<file path="src/hifs_pkg.sv">
// Package: register map, field layout and constants of the infoframe status bank
package hifs_pkg;
   // ====================================================================
   // Bus geometry
   localparam int unsigned AW = 10;
   localparam int unsigned DW = 32;
   // ====================================================================
   // Register indices; byte address is four times the index
   localparam logic [7:0] IDX_TOP_LO = 8'h86;
   localparam logic [7:0] IDX_NDF_A = 8'h87;
   localparam logic [7:0] IDX_TOP_HI = 8'h88;
   localparam logic [7:0] IDX_BOT_LO = 8'h89;
   localparam logic [7:0] IDX_BOT_HI = 8'h8A;
   localparam logic [7:0] IDX_LFT_LO = 8'h8B;
   localparam logic [7:0] IDX_LFT_HI = 8'h8C;
   localparam logic [7:0] IDX_RGT_LO = 8'h8D;
   localparam logic [7:0] IDX_RGT_HI = 8'h8E;
   localparam logic [7:0] IDX_NDF_B = 8'h8F;
   localparam logic [7:0] IDX_AUD_VER = 8'h90;
   localparam logic [7:0] IDX_AUD_CODE = 8'h91;
   localparam logic [7:0] IDX_AUD_RATE = 8'h92;
   localparam logic [7:0] IDX_IRQ_STAT = 8'hA0;
   localparam logic [7:0] IDX_IRQ_MASK = 8'hA1;
   // ====================================================================
   // Change flag bit positions
   localparam int unsigned NF = 7;
   localparam int unsigned FLG_AVI = 0;
   localparam int unsigned FLG_AUD = 1;
   localparam int unsigned FLG_SPD = 2;
   localparam int unsigned FLG_MPEG = 3;
   localparam int unsigned FLG_ACP = 4;
   localparam int unsigned FLG_ISRC1 = 5;
   localparam int unsigned FLG_ISRC2 = 6;
   // ====================================================================
   // Packet type codes from the link decoder
   localparam logic [7:0] TYPE_AVI = 8'h82;
   localparam logic [7:0] TYPE_AUD = 8'h84;
   localparam logic [7:0] TYPE_SPD = 8'h83;
   localparam logic [7:0] TYPE_MPEG = 8'h85;
   localparam logic [7:0] TYPE_ACP = 8'h04;
   localparam logic [7:0] TYPE_ISRC1 = 8'h05;
   localparam logic [7:0] TYPE_ISRC2 = 8'h06;
   // ====================================================================
   // Payload layout: byte n of the payload is data byte n+1
   localparam int unsigned PAY_BYTES = 28;
   localparam int unsigned PAY_W = 224;
   localparam int unsigned SIG_W = 16;
   localparam int unsigned PB_TOP = 5;
   localparam int unsigned PB_BOT = 7;
   localparam int unsigned PB_LFT = 9;
   localparam int unsigned PB_RGT = 11;
   localparam int unsigned PB_AUD_CODE = 0;
   localparam int unsigned PB_AUD_RATE = 1;
   localparam logic [7:0] AUD_CODE_MASK = 8'hF7;
   localparam logic [7:0] AUD_RATE_MASK = 8'h1C;
   // ====================================================================
   // Reset values
   localparam logic [7:0] RST_BYTE = 8'h00;
   localparam logic [15:0] RST_WORD = 16'h0000;
   localparam logic [NF-1:0] RST_FLAGS = 7'h00;
   localparam logic [SIG_W-1:0] RST_SIG = 16'h0000;
   // ====================================================================
   // Bus handshake states
   typedef enum logic [1:0] {
      ST_IDLE = 2'b01,
      ST_RESP = 2'b10
   } hifs_state_t;
endpackage

</file>
<file path="src/hifs_flag_if.sv">
// Interface: change events, read clear and flag values between bank and flag unit
`timescale 1ns/10ps
interface hifs_flag_if;
   import hifs_pkg::*;
   logic [NF-1:0] ev;
   logic clr;
   logic [NF-1:0] flags;
   logic [NF-1:0] flags_nx;
   modport owner (input ev, input clr, output flags, output flags_nx);
   modport user (output ev, output clr, input flags, input flags_nx);
endinterface

</file>
<file path="src/hifs_flag_unit.sv">
// Module: sticky change flags, cleared as a whole by a read strobe
`timescale 1ns/10ps
module hifs_flag_unit
(
   input wire logic clk_sys_i,
   input wire logic reset_i,
   hifs_flag_if.owner fg
);
   import hifs_pkg::*;

   logic [NF-1:0] flags_q;

   // Set wins over clear so an event in the read cycle survives
   assign fg.flags_nx = (flags_q & ~{NF{fg.clr}}) | fg.ev;
   assign fg.flags = flags_q;

   always_ff @(posedge clk_sys_i or posedge reset_i)
   begin
      if (reset_i)
      begin
         flags_q <= RST_FLAGS;
      end
      else
      begin
         flags_q <= fg.flags_nx;
      end
   end

   // ====================================================================
   // Checks
   set_wins_a: assert property (@(posedge clk_sys_i) disable iff (reset_i)
      (fg.ev != RST_FLAGS) |=> ((flags_q & $past(fg.ev)) == $past(fg.ev)))
      else $error("change event lost");
   clear_all_a: assert property (@(posedge clk_sys_i) disable iff (reset_i)
      (fg.clr && fg.ev == RST_FLAGS) |=> (flags_q == RST_FLAGS))
      else $error("flags not cleared by read");
endmodule // hifs_flag_unit

</file>
<file path="src/hifs_status_regs.sv">
// Module: APB status bank for received video and audio infoframe content
`timescale 1ns/10ps
// Notes on behaviour
// - Flag bits 3..6: MPEG source, content protection, ISRC1, ISRC2 packets.
// - Flag bits 0..2: AVI, audio, source product description infoframes.
// - Reading either flag register clears all seven flags; idle value zero.
// - Second flag register mirrors the first with identical seven-bit layout.
// - Top bar end line is 16 bits; zero means no top bar.
// - Top bar end line upper byte sits in its own register.
// - Bottom bar start line as low/high byte pair; beyond lines means none.
// - Left bar last pixel as low/high byte pair; zero means none.
// - Right bar first pixel as low/high pair; beyond width means none.
// - Audio coding type occupies upper nibble of coding register.
// - Coding type codes passed as received: 0 header, 1 PCM, 2..8 compressed.
// - Channel count in low three bits; zero header, n means n+1.
// - Sample rate field in bits four to two; zero means header.
module hifs_status_regs
(
   input wire logic clk_sys_i,
   input wire logic reset_i,
   input wire logic psel_i,
   input wire logic penable_i,
   input wire logic pwrite_i,
   input wire logic [hifs_pkg::AW-1:0] paddr_i,
   input wire logic [hifs_pkg::DW-1:0] pwdata_i,
   input wire logic [3:0] pstrb_i,
   output logic pready_o,
   output logic [hifs_pkg::DW-1:0] prdata_o,
   output logic pslverr_o,
   output logic irq_o,
   input wire logic pkt_valid_i,
   input wire logic pkt_ok_i,
   input wire logic [7:0] pkt_type_i,
   input wire logic [7:0] pkt_version_i,
   input wire logic [hifs_pkg::PAY_W-1:0] pkt_payload_i
);
   import hifs_pkg::*;

   // ====================================================================
   // Helpers
   function automatic logic [7:0] pay_byte(input logic [PAY_W-1:0] d,
                                           input int unsigned n);
      pay_byte = d[n*8 +: 8];
   endfunction

   function automatic logic [15:0] pay_word(input logic [PAY_W-1:0] d,
                                            input int unsigned n);
      pay_word = {pay_byte(d, n + 1), pay_byte(d, n)};
   endfunction

   // Folded signature: cheaper than a full payload copy per packet type,
   // at the cost of a rare missed change when two payloads alias
   function automatic logic [SIG_W-1:0] fold_sig(input logic [PAY_W-1:0] d,
                                                 input logic [7:0] ver);
      logic [SIG_W-1:0] acc;
      acc = {8'h00, ver};
      for (int i = 0; i < PAY_BYTES / 2; i++)
      begin
         acc = acc ^ pay_word(d, 2 * i);
      end
      fold_sig = acc;
   endfunction

   function automatic logic [NF-1:0] type_onehot(input logic [7:0] t);
      logic [NF-1:0] oh;
      oh = RST_FLAGS;
      unique case (t)
         TYPE_AVI: oh[FLG_AVI] = 1'b1;
         TYPE_AUD: oh[FLG_AUD] = 1'b1;
         TYPE_SPD: oh[FLG_SPD] = 1'b1;
         TYPE_MPEG: oh[FLG_MPEG] = 1'b1;
         TYPE_ACP: oh[FLG_ACP] = 1'b1;
         TYPE_ISRC1: oh[FLG_ISRC1] = 1'b1;
         TYPE_ISRC2: oh[FLG_ISRC2] = 1'b1;
         default: oh = RST_FLAGS;
      endcase
      type_onehot = oh;
   endfunction

   // ====================================================================
   // Storage
   hifs_state_t state_q;
   logic pready_q;
   logic [DW-1:0] prdata_q;
   logic pslverr_q;
   logic irq_q;
   logic [15:0] top_q;
   logic [15:0] bot_q;
   logic [15:0] lft_q;
   logic [15:0] rgt_q;
   logic [7:0] aud_ver_q;
   logic [7:0] aud_code_q;
   logic [7:0] aud_rate_q;
   logic [SIG_W-1:0] sig_q [NF];
   logic [NF-1:0] seen_q;
   logic [NF-1:0] irq_stat_q;
   logic [NF-1:0] irq_mask_q;

   hifs_flag_if fg ();

   hifs_flag_unit u_flags
   (
      .clk_sys_i(clk_sys_i),
      .reset_i(reset_i),
      .fg(fg.owner)
   );

   // ====================================================================
   // Packet intake
   wire logic pkt_take = pkt_valid_i & pkt_ok_i;
   wire logic [NF-1:0] pkt_sel = type_onehot(pkt_type_i) & {NF{pkt_take}};
   wire logic [SIG_W-1:0] new_sig = fold_sig(pkt_payload_i, pkt_version_i);
   wire logic [NF-1:0] changed;

   for (genvar g = 0; g < NF; g++)
   begin : g_chg
      // First packet after reset always counts as new content
      assign changed[g] = pkt_sel[g] & (~seen_q[g] | (sig_q[g] != new_sig));
   end

   wire logic avi_ld = pkt_sel[FLG_AVI];
   wire logic aud_ld = pkt_sel[FLG_AUD];

   // ====================================================================
   // Bus decode
   wire logic [7:0] idx = paddr_i[9:2];
   wire logic aligned = (paddr_i[1:0] == 2'b00);
   wire logic setup_done = psel_i & penable_i & (state_q == ST_IDLE);
   wire logic finish = (state_q == ST_RESP) & psel_i & penable_i;
   wire logic is_ndf = (idx == IDX_NDF_A) | (idx == IDX_NDF_B);
   wire logic is_bank = (idx >= IDX_TOP_LO) & (idx <= IDX_AUD_RATE);
   wire logic is_irq = (idx == IDX_IRQ_STAT) | (idx == IDX_IRQ_MASK);
   wire logic map_hit = aligned & (is_bank | is_irq);
   wire logic wr_ok = finish & pwrite_i & aligned & pstrb_i[0];
   wire logic wr_stat = wr_ok & (idx == IDX_IRQ_STAT);
   wire logic wr_mask = wr_ok & (idx == IDX_IRQ_MASK);
   wire logic rd_clr = finish & ~pwrite_i & aligned & is_ndf;

   // Flags are read from their next value so nothing set during the
   // wait state escapes both the read data and the clear
   wire logic [7:0] rd_byte =
      (idx == IDX_TOP_LO) ? top_q[7:0] :
      (idx == IDX_NDF_A) ? {1'b0, fg.flags_nx} :
      (idx == IDX_TOP_HI) ? top_q[15:8] :
      (idx == IDX_BOT_LO) ? bot_q[7:0] :
      (idx == IDX_BOT_HI) ? bot_q[15:8] :
      (idx == IDX_LFT_LO) ? lft_q[7:0] :
      (idx == IDX_LFT_HI) ? lft_q[15:8] :
      (idx == IDX_RGT_LO) ? rgt_q[7:0] :
      (idx == IDX_RGT_HI) ? rgt_q[15:8] :
      (idx == IDX_NDF_B) ? {1'b0, fg.flags_nx} :
      (idx == IDX_AUD_VER) ? aud_ver_q :
      (idx == IDX_AUD_CODE) ? aud_code_q :
      (idx == IDX_AUD_RATE) ? aud_rate_q :
      (idx == IDX_IRQ_STAT) ? {1'b0, irq_stat_q} :
      (idx == IDX_IRQ_MASK) ? {1'b0, irq_mask_q} :
      RST_BYTE;

   wire logic [DW-1:0] rd_word = (map_hit & ~pwrite_i) ? {24'h000000, rd_byte} : '0;

   assign fg.ev = changed;
   assign fg.clr = rd_clr;

   // ====================================================================
   // Interrupt
   wire logic [NF-1:0] w1c = wr_stat ? pwdata_i[NF-1:0] : RST_FLAGS;
   wire logic [NF-1:0] stat_d = (irq_stat_q & ~w1c) | changed;
   wire logic [NF-1:0] mask_d = wr_mask ? pwdata_i[NF-1:0] : irq_mask_q;

   always_ff @(posedge clk_sys_i or posedge reset_i)
   begin
      if (reset_i)
      begin
         irq_stat_q <= RST_FLAGS;
         irq_mask_q <= RST_FLAGS;
         irq_q <= 1'b0;
      end
      else
      begin
         irq_stat_q <= stat_d;
         irq_mask_q <= mask_d;
         irq_q <= |(stat_d & mask_d);
      end
   end

   // ====================================================================
   // Bus handshake: one wait state, answer registered
   always_ff @(posedge clk_sys_i or posedge reset_i)
   begin
      if (reset_i)
      begin
         state_q <= ST_IDLE;
         pready_q <= 1'b0;
         prdata_q <= '0;
         pslverr_q <= 1'b0;
      end
      else
      begin
         unique case (state_q)
            ST_IDLE:
            begin
               if (setup_done)
               begin
                  state_q <= ST_RESP;
                  pready_q <= 1'b1;
                  prdata_q <= rd_word;
                  pslverr_q <= ~map_hit;
               end
            end
            ST_RESP:
            begin
               state_q <= ST_IDLE;
               pready_q <= 1'b0;
               pslverr_q <= 1'b0;
            end
            default:
            begin
               state_q <= ST_IDLE;
               pready_q <= 1'b0;
            end
         endcase
      end
   end

   // ====================================================================
   // Infoframe fields; host writes never reach them
   always_ff @(posedge clk_sys_i or posedge reset_i)
   begin
      if (reset_i)
      begin
         top_q <= RST_WORD;
         bot_q <= RST_WORD;
         lft_q <= RST_WORD;
         rgt_q <= RST_WORD;
      end
      else if (avi_ld)
      begin
         top_q <= pay_word(pkt_payload_i, PB_TOP);
         bot_q <= pay_word(pkt_payload_i, PB_BOT);
         lft_q <= pay_word(pkt_payload_i, PB_LFT);
         rgt_q <= pay_word(pkt_payload_i, PB_RGT);
      end
   end

   always_ff @(posedge clk_sys_i or posedge reset_i)
   begin
      if (reset_i)
      begin
         aud_ver_q <= RST_BYTE;
         aud_code_q <= RST_BYTE;
         aud_rate_q <= RST_BYTE;
      end
      else if (aud_ld)
      begin
         aud_ver_q <= pkt_version_i;
         // Codes pass through unaltered; bit 3 reserved reads zero
         aud_code_q <= pay_byte(pkt_payload_i, PB_AUD_CODE) & AUD_CODE_MASK;
         aud_rate_q <= pay_byte(pkt_payload_i, PB_AUD_RATE) & AUD_RATE_MASK;
      end
   end

   always_ff @(posedge clk_sys_i or posedge reset_i)
   begin
      if (reset_i)
      begin
         seen_q <= RST_FLAGS;
         for (int i = 0; i < NF; i++)
         begin
            sig_q[i] <= RST_SIG;
         end
      end
      else
      begin
         seen_q <= seen_q | pkt_sel;
         for (int i = 0; i < NF; i++)
         begin
            if (pkt_sel[i])
            begin
               sig_q[i] <= new_sig;
            end
         end
      end
   end

   assign pready_o = pready_q;
   assign prdata_o = prdata_q;
   assign pslverr_o = pslverr_q;
   assign irq_o = irq_q;

   // ====================================================================
   // Checks
   mpeg_flag_a: assert property (@(posedge clk_sys_i) disable iff (reset_i)
      (pkt_take && pkt_type_i == TYPE_MPEG && changed[FLG_MPEG]) |=> fg.flags[FLG_MPEG])
      else $error("MPEG change not flagged in bit 3");
   avi_flag_a: assert property (@(posedge clk_sys_i) disable iff (reset_i)
      (pkt_take && pkt_type_i == TYPE_AVI && !seen_q[FLG_AVI]) |=> fg.flags[FLG_AVI])
      else $error("first AVI frame not flagged in bit 0");
   read_clear_a: assert property (@(posedge clk_sys_i) disable iff (reset_i)
      (rd_clr && changed == RST_FLAGS) |=> (fg.flags == RST_FLAGS))
      else $error("flag read did not clear flags");
   mirror_read_a: assert property (@(posedge clk_sys_i) disable iff (reset_i)
      (setup_done && !pwrite_i && aligned && idx == IDX_NDF_B)
      |=> (prdata_q == {25'h0, $past(fg.flags_nx)}))
      else $error("mirror flag register differs");
   top_bar_a: assert property (@(posedge clk_sys_i) disable iff (reset_i)
      avi_ld |=> (top_q == {$past(pkt_payload_i[55:48]), $past(pkt_payload_i[47:40])}))
      else $error("top bar word wrong");
   bar_pairs_a: assert property (@(posedge clk_sys_i) disable iff (reset_i)
      avi_ld |=> (bot_q == $past(pkt_payload_i[71:56]) && lft_q == $past(pkt_payload_i[87:72])
                  && rgt_q == $past(pkt_payload_i[103:88])))
      else $error("bar pair wrong");
   audio_code_a: assert property (@(posedge clk_sys_i) disable iff (reset_i)
      aud_ld |=> (aud_code_q[7:4] == $past(pkt_payload_i[7:4])
                  && aud_code_q[2:0] == $past(pkt_payload_i[2:0])))
      else $error("audio coding field wrong");
   rate_field_a: assert property (@(posedge clk_sys_i) disable iff (reset_i)
      aud_ld |=> (aud_rate_q == {3'b000, $past(pkt_payload_i[12:10]), 2'b00}))
      else $error("sample rate field wrong");
   same_frame_a: assert property (@(posedge clk_sys_i) disable iff (reset_i)
      (pkt_take && seen_q[FLG_AUD] && pkt_type_i == TYPE_AUD && new_sig == sig_q[FLG_AUD])
      |-> !changed[FLG_AUD])
      else $error("unchanged frame flagged");
   ro_write_a: assert property (@(posedge clk_sys_i) disable iff (reset_i)
      (finish && pwrite_i && !avi_ld) |=> $stable(top_q) && $stable(rgt_q))
      else $error("host write changed status field");
   irq_level_a: assert property (@(posedge clk_sys_i) disable iff (reset_i)
      irq_q == |(irq_stat_q & irq_mask_q))
      else $error("interrupt level disagrees with status and mask");
   bad_addr_a: assert property (@(posedge clk_sys_i) disable iff (reset_i)
      (setup_done && !map_hit) |=> (pready_q && pslverr_q && prdata_q == '0))
      else $error("unmapped access not answered with error");
   bad_packet_a: assert property (@(posedge clk_sys_i) disable iff (reset_i)
      (pkt_valid_i && !pkt_ok_i) |-> (changed == RST_FLAGS))
      else $error("bad packet raised a change");
   bad_packet_c: cover property (@(posedge clk_sys_i) disable iff (reset_i)
      pkt_valid_i && !pkt_ok_i);
   flag_read_c: cover property (@(posedge clk_sys_i) disable iff (reset_i)
      fg.flags != RST_FLAGS ##1 rd_clr);
   irq_rise_c: cover property (@(posedge clk_sys_i) disable iff (reset_i) $rose(irq_q));
   audio_load_c: cover property (@(posedge clk_sys_i) disable iff (reset_i)
      aud_ld ##[1:20] (finish && idx == IDX_AUD_CODE));
endmodule // hifs_status_regs

</file>
<file path="config.mk">
export PLATFORM = sky130hd
export DESIGN_NAME = hifs_status_regs
export DESIGN_NICKNAME = d
export VERILOG_FILES = /design/src/hifs_pkg.sv /design/src/hifs_flag_if.sv /design/src/hifs_flag_unit.sv /design/src/hifs_status_regs.sv
export SDC_FILE = /design/constraint.sdc
export NUM_CORES = 1
export LEC_CHECK = 0
export ABC_AREA = 1
export BUFFER_PORTS_ARGS = -buffer_cell sky130_fd_sc_hd__buf_2
export CAP_MARGIN = 20
export CORE_MARGIN = 4
export CORE_UTILIZATION = 30
export CTS_CLUSTER_DIAMETER = 80
export DETAILED_ROUTE_END_ITERATION = 12
export GPL_TIMING_DRIVEN = 0
export PLACE_DENSITY_LB_ADDON = 0.3
export REMOVE_ABC_BUFFERS = 1
export SETUP_SLACK_MARGIN = 0.15
export SLEW_MARGIN = 20
export SYNTH_ARGS = -nofsm -noshare
export SYNTH_HDL_FRONTEND = slang
export SYNTH_SLANG_ARGS = --single-unit
</file>
<file path="constraint.sdc">
create_clock -name clk_sys_i -period 8.8 [get_ports clk_sys_i]
set_input_delay 1.32 -clock clk_sys_i [delete_from_list [all_inputs] [get_ports clk_sys_i]]
set_output_delay 1.32 -clock clk_sys_i [all_outputs]
set_load 0.05 [all_outputs]
</file>
==> impl_metrics.json <==
{
  "hp-class": "reg2reg",
  "postCtsHoldBufs": 0,
  "post_cts_buffers": 0,
  "final_max_slew_viol_count": 0,
  "finalHoldViolCount": 0,
  "critPathCaptureType": "register",
  "gp_congestion": 0.8630,
  "cts_tree": "built",
  "dr.pass1.iters": 7,
  "p_comb_share_pct": 26.4,
  "synth.cell_area_sq_mm": 0.01580,
  "syn2layout_area_growth_pct": 18.83,
  "start_kind": "primary input",
  "regArea_sq_mm": 0.005857,
  "critPathMaxFanout": 14,
  "tns_ns": 0,
  "cp.arrival_ns": 4.32,
  "grt_usage_pct": 17.19,
  "path_class": "in2reg",
  "clk_latency_ns": 0.55,
  "irDropWorstVdd_v": 0.0001455,
  "p_leak_nw": 10.45,
  "min-delay-start": "seen_q[6]",
  "pwr-share-clk_pct": 36.7,
  "fill_cells": 5600,
  "synth_top_area_share_pct": 36.90,
  "rsz0062_at_grt": "false",
  "finalSetupViolCount": 0,
  "synthFlopType": "dfrtp_1",
  "io_pins": 328,
  "nNetsFinal": 2932,
  "dieArea_sq_mm": 0.05640,
  "max_slew_margin_pct": 23.58,
  "clockBufferDepth": 3,
  "synth_cell_types": 44,
  "synth_warnings": 0,
  "yosysMostFrequentCell": "nand2_1",
  "drc": 0,
  "yosys-top-cells-count": "906 x nand2_1, 328 x inv_1, 233 x dfrtp_1",
  "reg2reg_from": "state_q[0]",
  "drive_above_1_share_pct": 15.47,
  "die_w_um": 237.5,
  "yosys-top-cells-area": "dfrtp_1 37%, nand2_1 22%, inv_1 7.8%",
  "drt_iter0_drc": 1261,
  "dr_total_vias": 15241,
  "antenna_found_initial": 0,
  "crit_required_ns": 9.20,
  "cts_buffers": 28,
  "max_freq_ghz": 0.2552,
  "yosysTopAreaCell": "dfrtp_1",
  "r2r_slack_ns": 6.34,
  "die_h_um": 237.5,
  "fin_crit_ns": 3.919,
  "dp_slack_ns": 4.347,
  "swShare_pct": 33.55,
  "place_hpwl_mm": 39.80,
  "drtAntennaViolNets": 0,
  "cts_sinks": 234,
  "wire_per_inst_um": 15.17,
  "max_slew.worst_pin.slew_ns": 1.142,
  "ys_async_sr_fraction_pct": 100.0,
  "viasPerCell": 4.566,
  "cp-startpoint": "pkt_payload_i[93]",
  "fin_worst_skew_ns": 0.01118,
  "synth-seq-area-share_pct": 37.07,
  "htree_levels": 1,
  "portBuffers": 275,
  "post_cts_resized": 0,
  "p_switching_mw": 1.039,
  "synth-edff-count": 0,
  "maxCapViolCount": 0,
  "outcome": "finished clean",
  "core_region_area_sq_mm": 0.05172,
  "avgSynthCellArea_sq_um": 6.658,
  "fin_crit_sh_pct": 44.54,
  "ys_seq_elements": 234,
  "grt_max_degree": 83,
  "p_int_mw": 2.057,
  "grt_pass1_wl_mm": 77.39,
  "cts-root-buf": "clkbuf_16",
  "layout_setup_ws_ns": 4.881,
  "wl_mm": 50.62,
  "p_per_area_mw_per_mm2": 164.9,
  "clk_pin_slew_ns": 0.06,
  "start_util_pct": 30.55,
  "rows": 83,
  "multi_input_area_sq_mm": 0.008343,
  "grt_pass1_vias": 13857,
  "synthCells": 2373,
  "grt-ovfl-total": 0,
  "power_frac_seq_pct": 36.9
}
## cell families after synthesis
| group | synth area share, % |
|---|---|
| simple gates | 36.57 |
| buf+inv | 10.94 |
| flops | 37.07 |
| compound gates | 7.578 |
| xor+xnor | 7.761 |
| mux | 0.06335 |
| other cells | 0.02373 |
## critical path: stages
cell	delay (ns)
buf_2	0.10
inv_1	0.07
nand2_1	0.05
nand2_1	0.07
inv_1	0.04
nand2_1	0.07
nand2_1	0.05
nand2_1	0.07
nand2_1	0.05
nand2_1	0.07
nand3_1	0.15
nand2_1	0.46
inv_1	0.25
nand2_1	0.11
nand2_1	0.06
nor2_1	0.09
nand2_1	0.06
nor2_1	0.20
nand3_1	0.10
nand2_1	0.19
nand2_1	0.11
nand2_1	0.07
nand2_1	0.06
a221oi_1	0.27
nand4_1	0.17
## power groups by stage
stage / combinational, mW / sequential (mW) / clock [mW]
floorplan: 0.554 / 1.16 / 0
global placement: 0.812 / 1.16 / 0
detailed placement: 0.821 / 1.16 / 0
CTS: 0.825 / 1.14 / 1.15
global route: 0.928 / 1.15 / 1.20
finish: 0.819 / 1.14 / 1.14
## through the flow
step | total power [mW] | utilization (%) | hold WS (ns) | std cells | area, sq um
after floorplan | 1.715 | - | 0.4324 | 2321 | 15430
after global placement | 1.972 | 34.14 | 0.4545 | 3276 | 17650
after detailed placement | 1.981 | 34.57 | 0.4532 | 3289 | 17880
after CTS | 3.118 | 36.29 | 0.4701 | 3337 | 18770
after global routing | 3.272 | 36.30 | 0.4780 | 3337 | 18770
final | 3.096 | 36.30 | 0.4678 | 3338 | 18780
## layer usage
metal  routed length, um  GRT usage [%]  part of all wire (%)  vias to the layer above
met4                 828          3.397                   1.6                        0
li1                    -              -                     -                     7815
met2               21810          26.57                    43                      458
met3                3664          2.262                   7.2                       44
met1               24320          25.83                    48                     6924
met5                   0              0                     0                        -
## cell usage in the layout, fill, tap and decap left out, types with 2 or more instances in the layout
cell,netlist,final
nand3b_1,38,38
a221oi_1,7,7
buf_4,28,7
nand2_2,23,23
buf_16,0,2
dfrtp_1,233,233
clkbuf_16,0,28
or2_0,2,2
xor2_1,64,64
nor3_1,14,9
or2_2,9,9
conb_1,1,24
clkinv_2,0,4
clkbuf_8,0,7
a31oi_1,5,5
nand2_1,906,906
nor2_2,5,6
nand4_1,12,12
inv_2,9,10
or2_1,4,4
nand3_1,170,170
nand3_2,10,10
buf_12,1,2
nand2_4,6,6
nand4_2,3,3
o21ai_0,181,181
clkbuf_1,36,6
nor3_2,4,8
inv_1,328,325
nor2_1,147,145
o2111ai_1,2,2
xnor2_1,76,76
a21oi_1,26,26
buf_2,3,275
## worst paths after layout
path | endpoint | depth (start not counted)
max | irq_o | 25
max reg2reg | irq_o | 13
max in group asynchronous | bot_q[15] | 3
min | seen_q[6] | 1
min in group asynchronous | sig_q[98] | 2
min reg2reg | seen_q[6] | 1
## layout make-up
cell class,count,share of cell area (%)
Antenna cell,1,0.01333
Clock buffer,41,4.365
Multi-Input combinational cell,1749,44.44
Inverter,338,6.811
Timing Repair Buffer,288,8.257
Tap cell,680,4.532
Sequential cell,234,31.19
Clock inverter,7,0.3932
## registers in the layout (all words and copies together), names as in the netlist
signal	count
sig_q	112
bot_q	16
lft_q	16
rgt_q	16
top_q	16
aud_ver_q	8
prdata_o	8
aud_code_q	7
irq_mask_q	7
irq_stat_q	7
seen_q	7
u_flags.fg.flags	7
aud_rate_q	3
state_q	2
irq_o	1
pslverr_o	1
No activity file was read; power rests on OpenSTA's default activity.
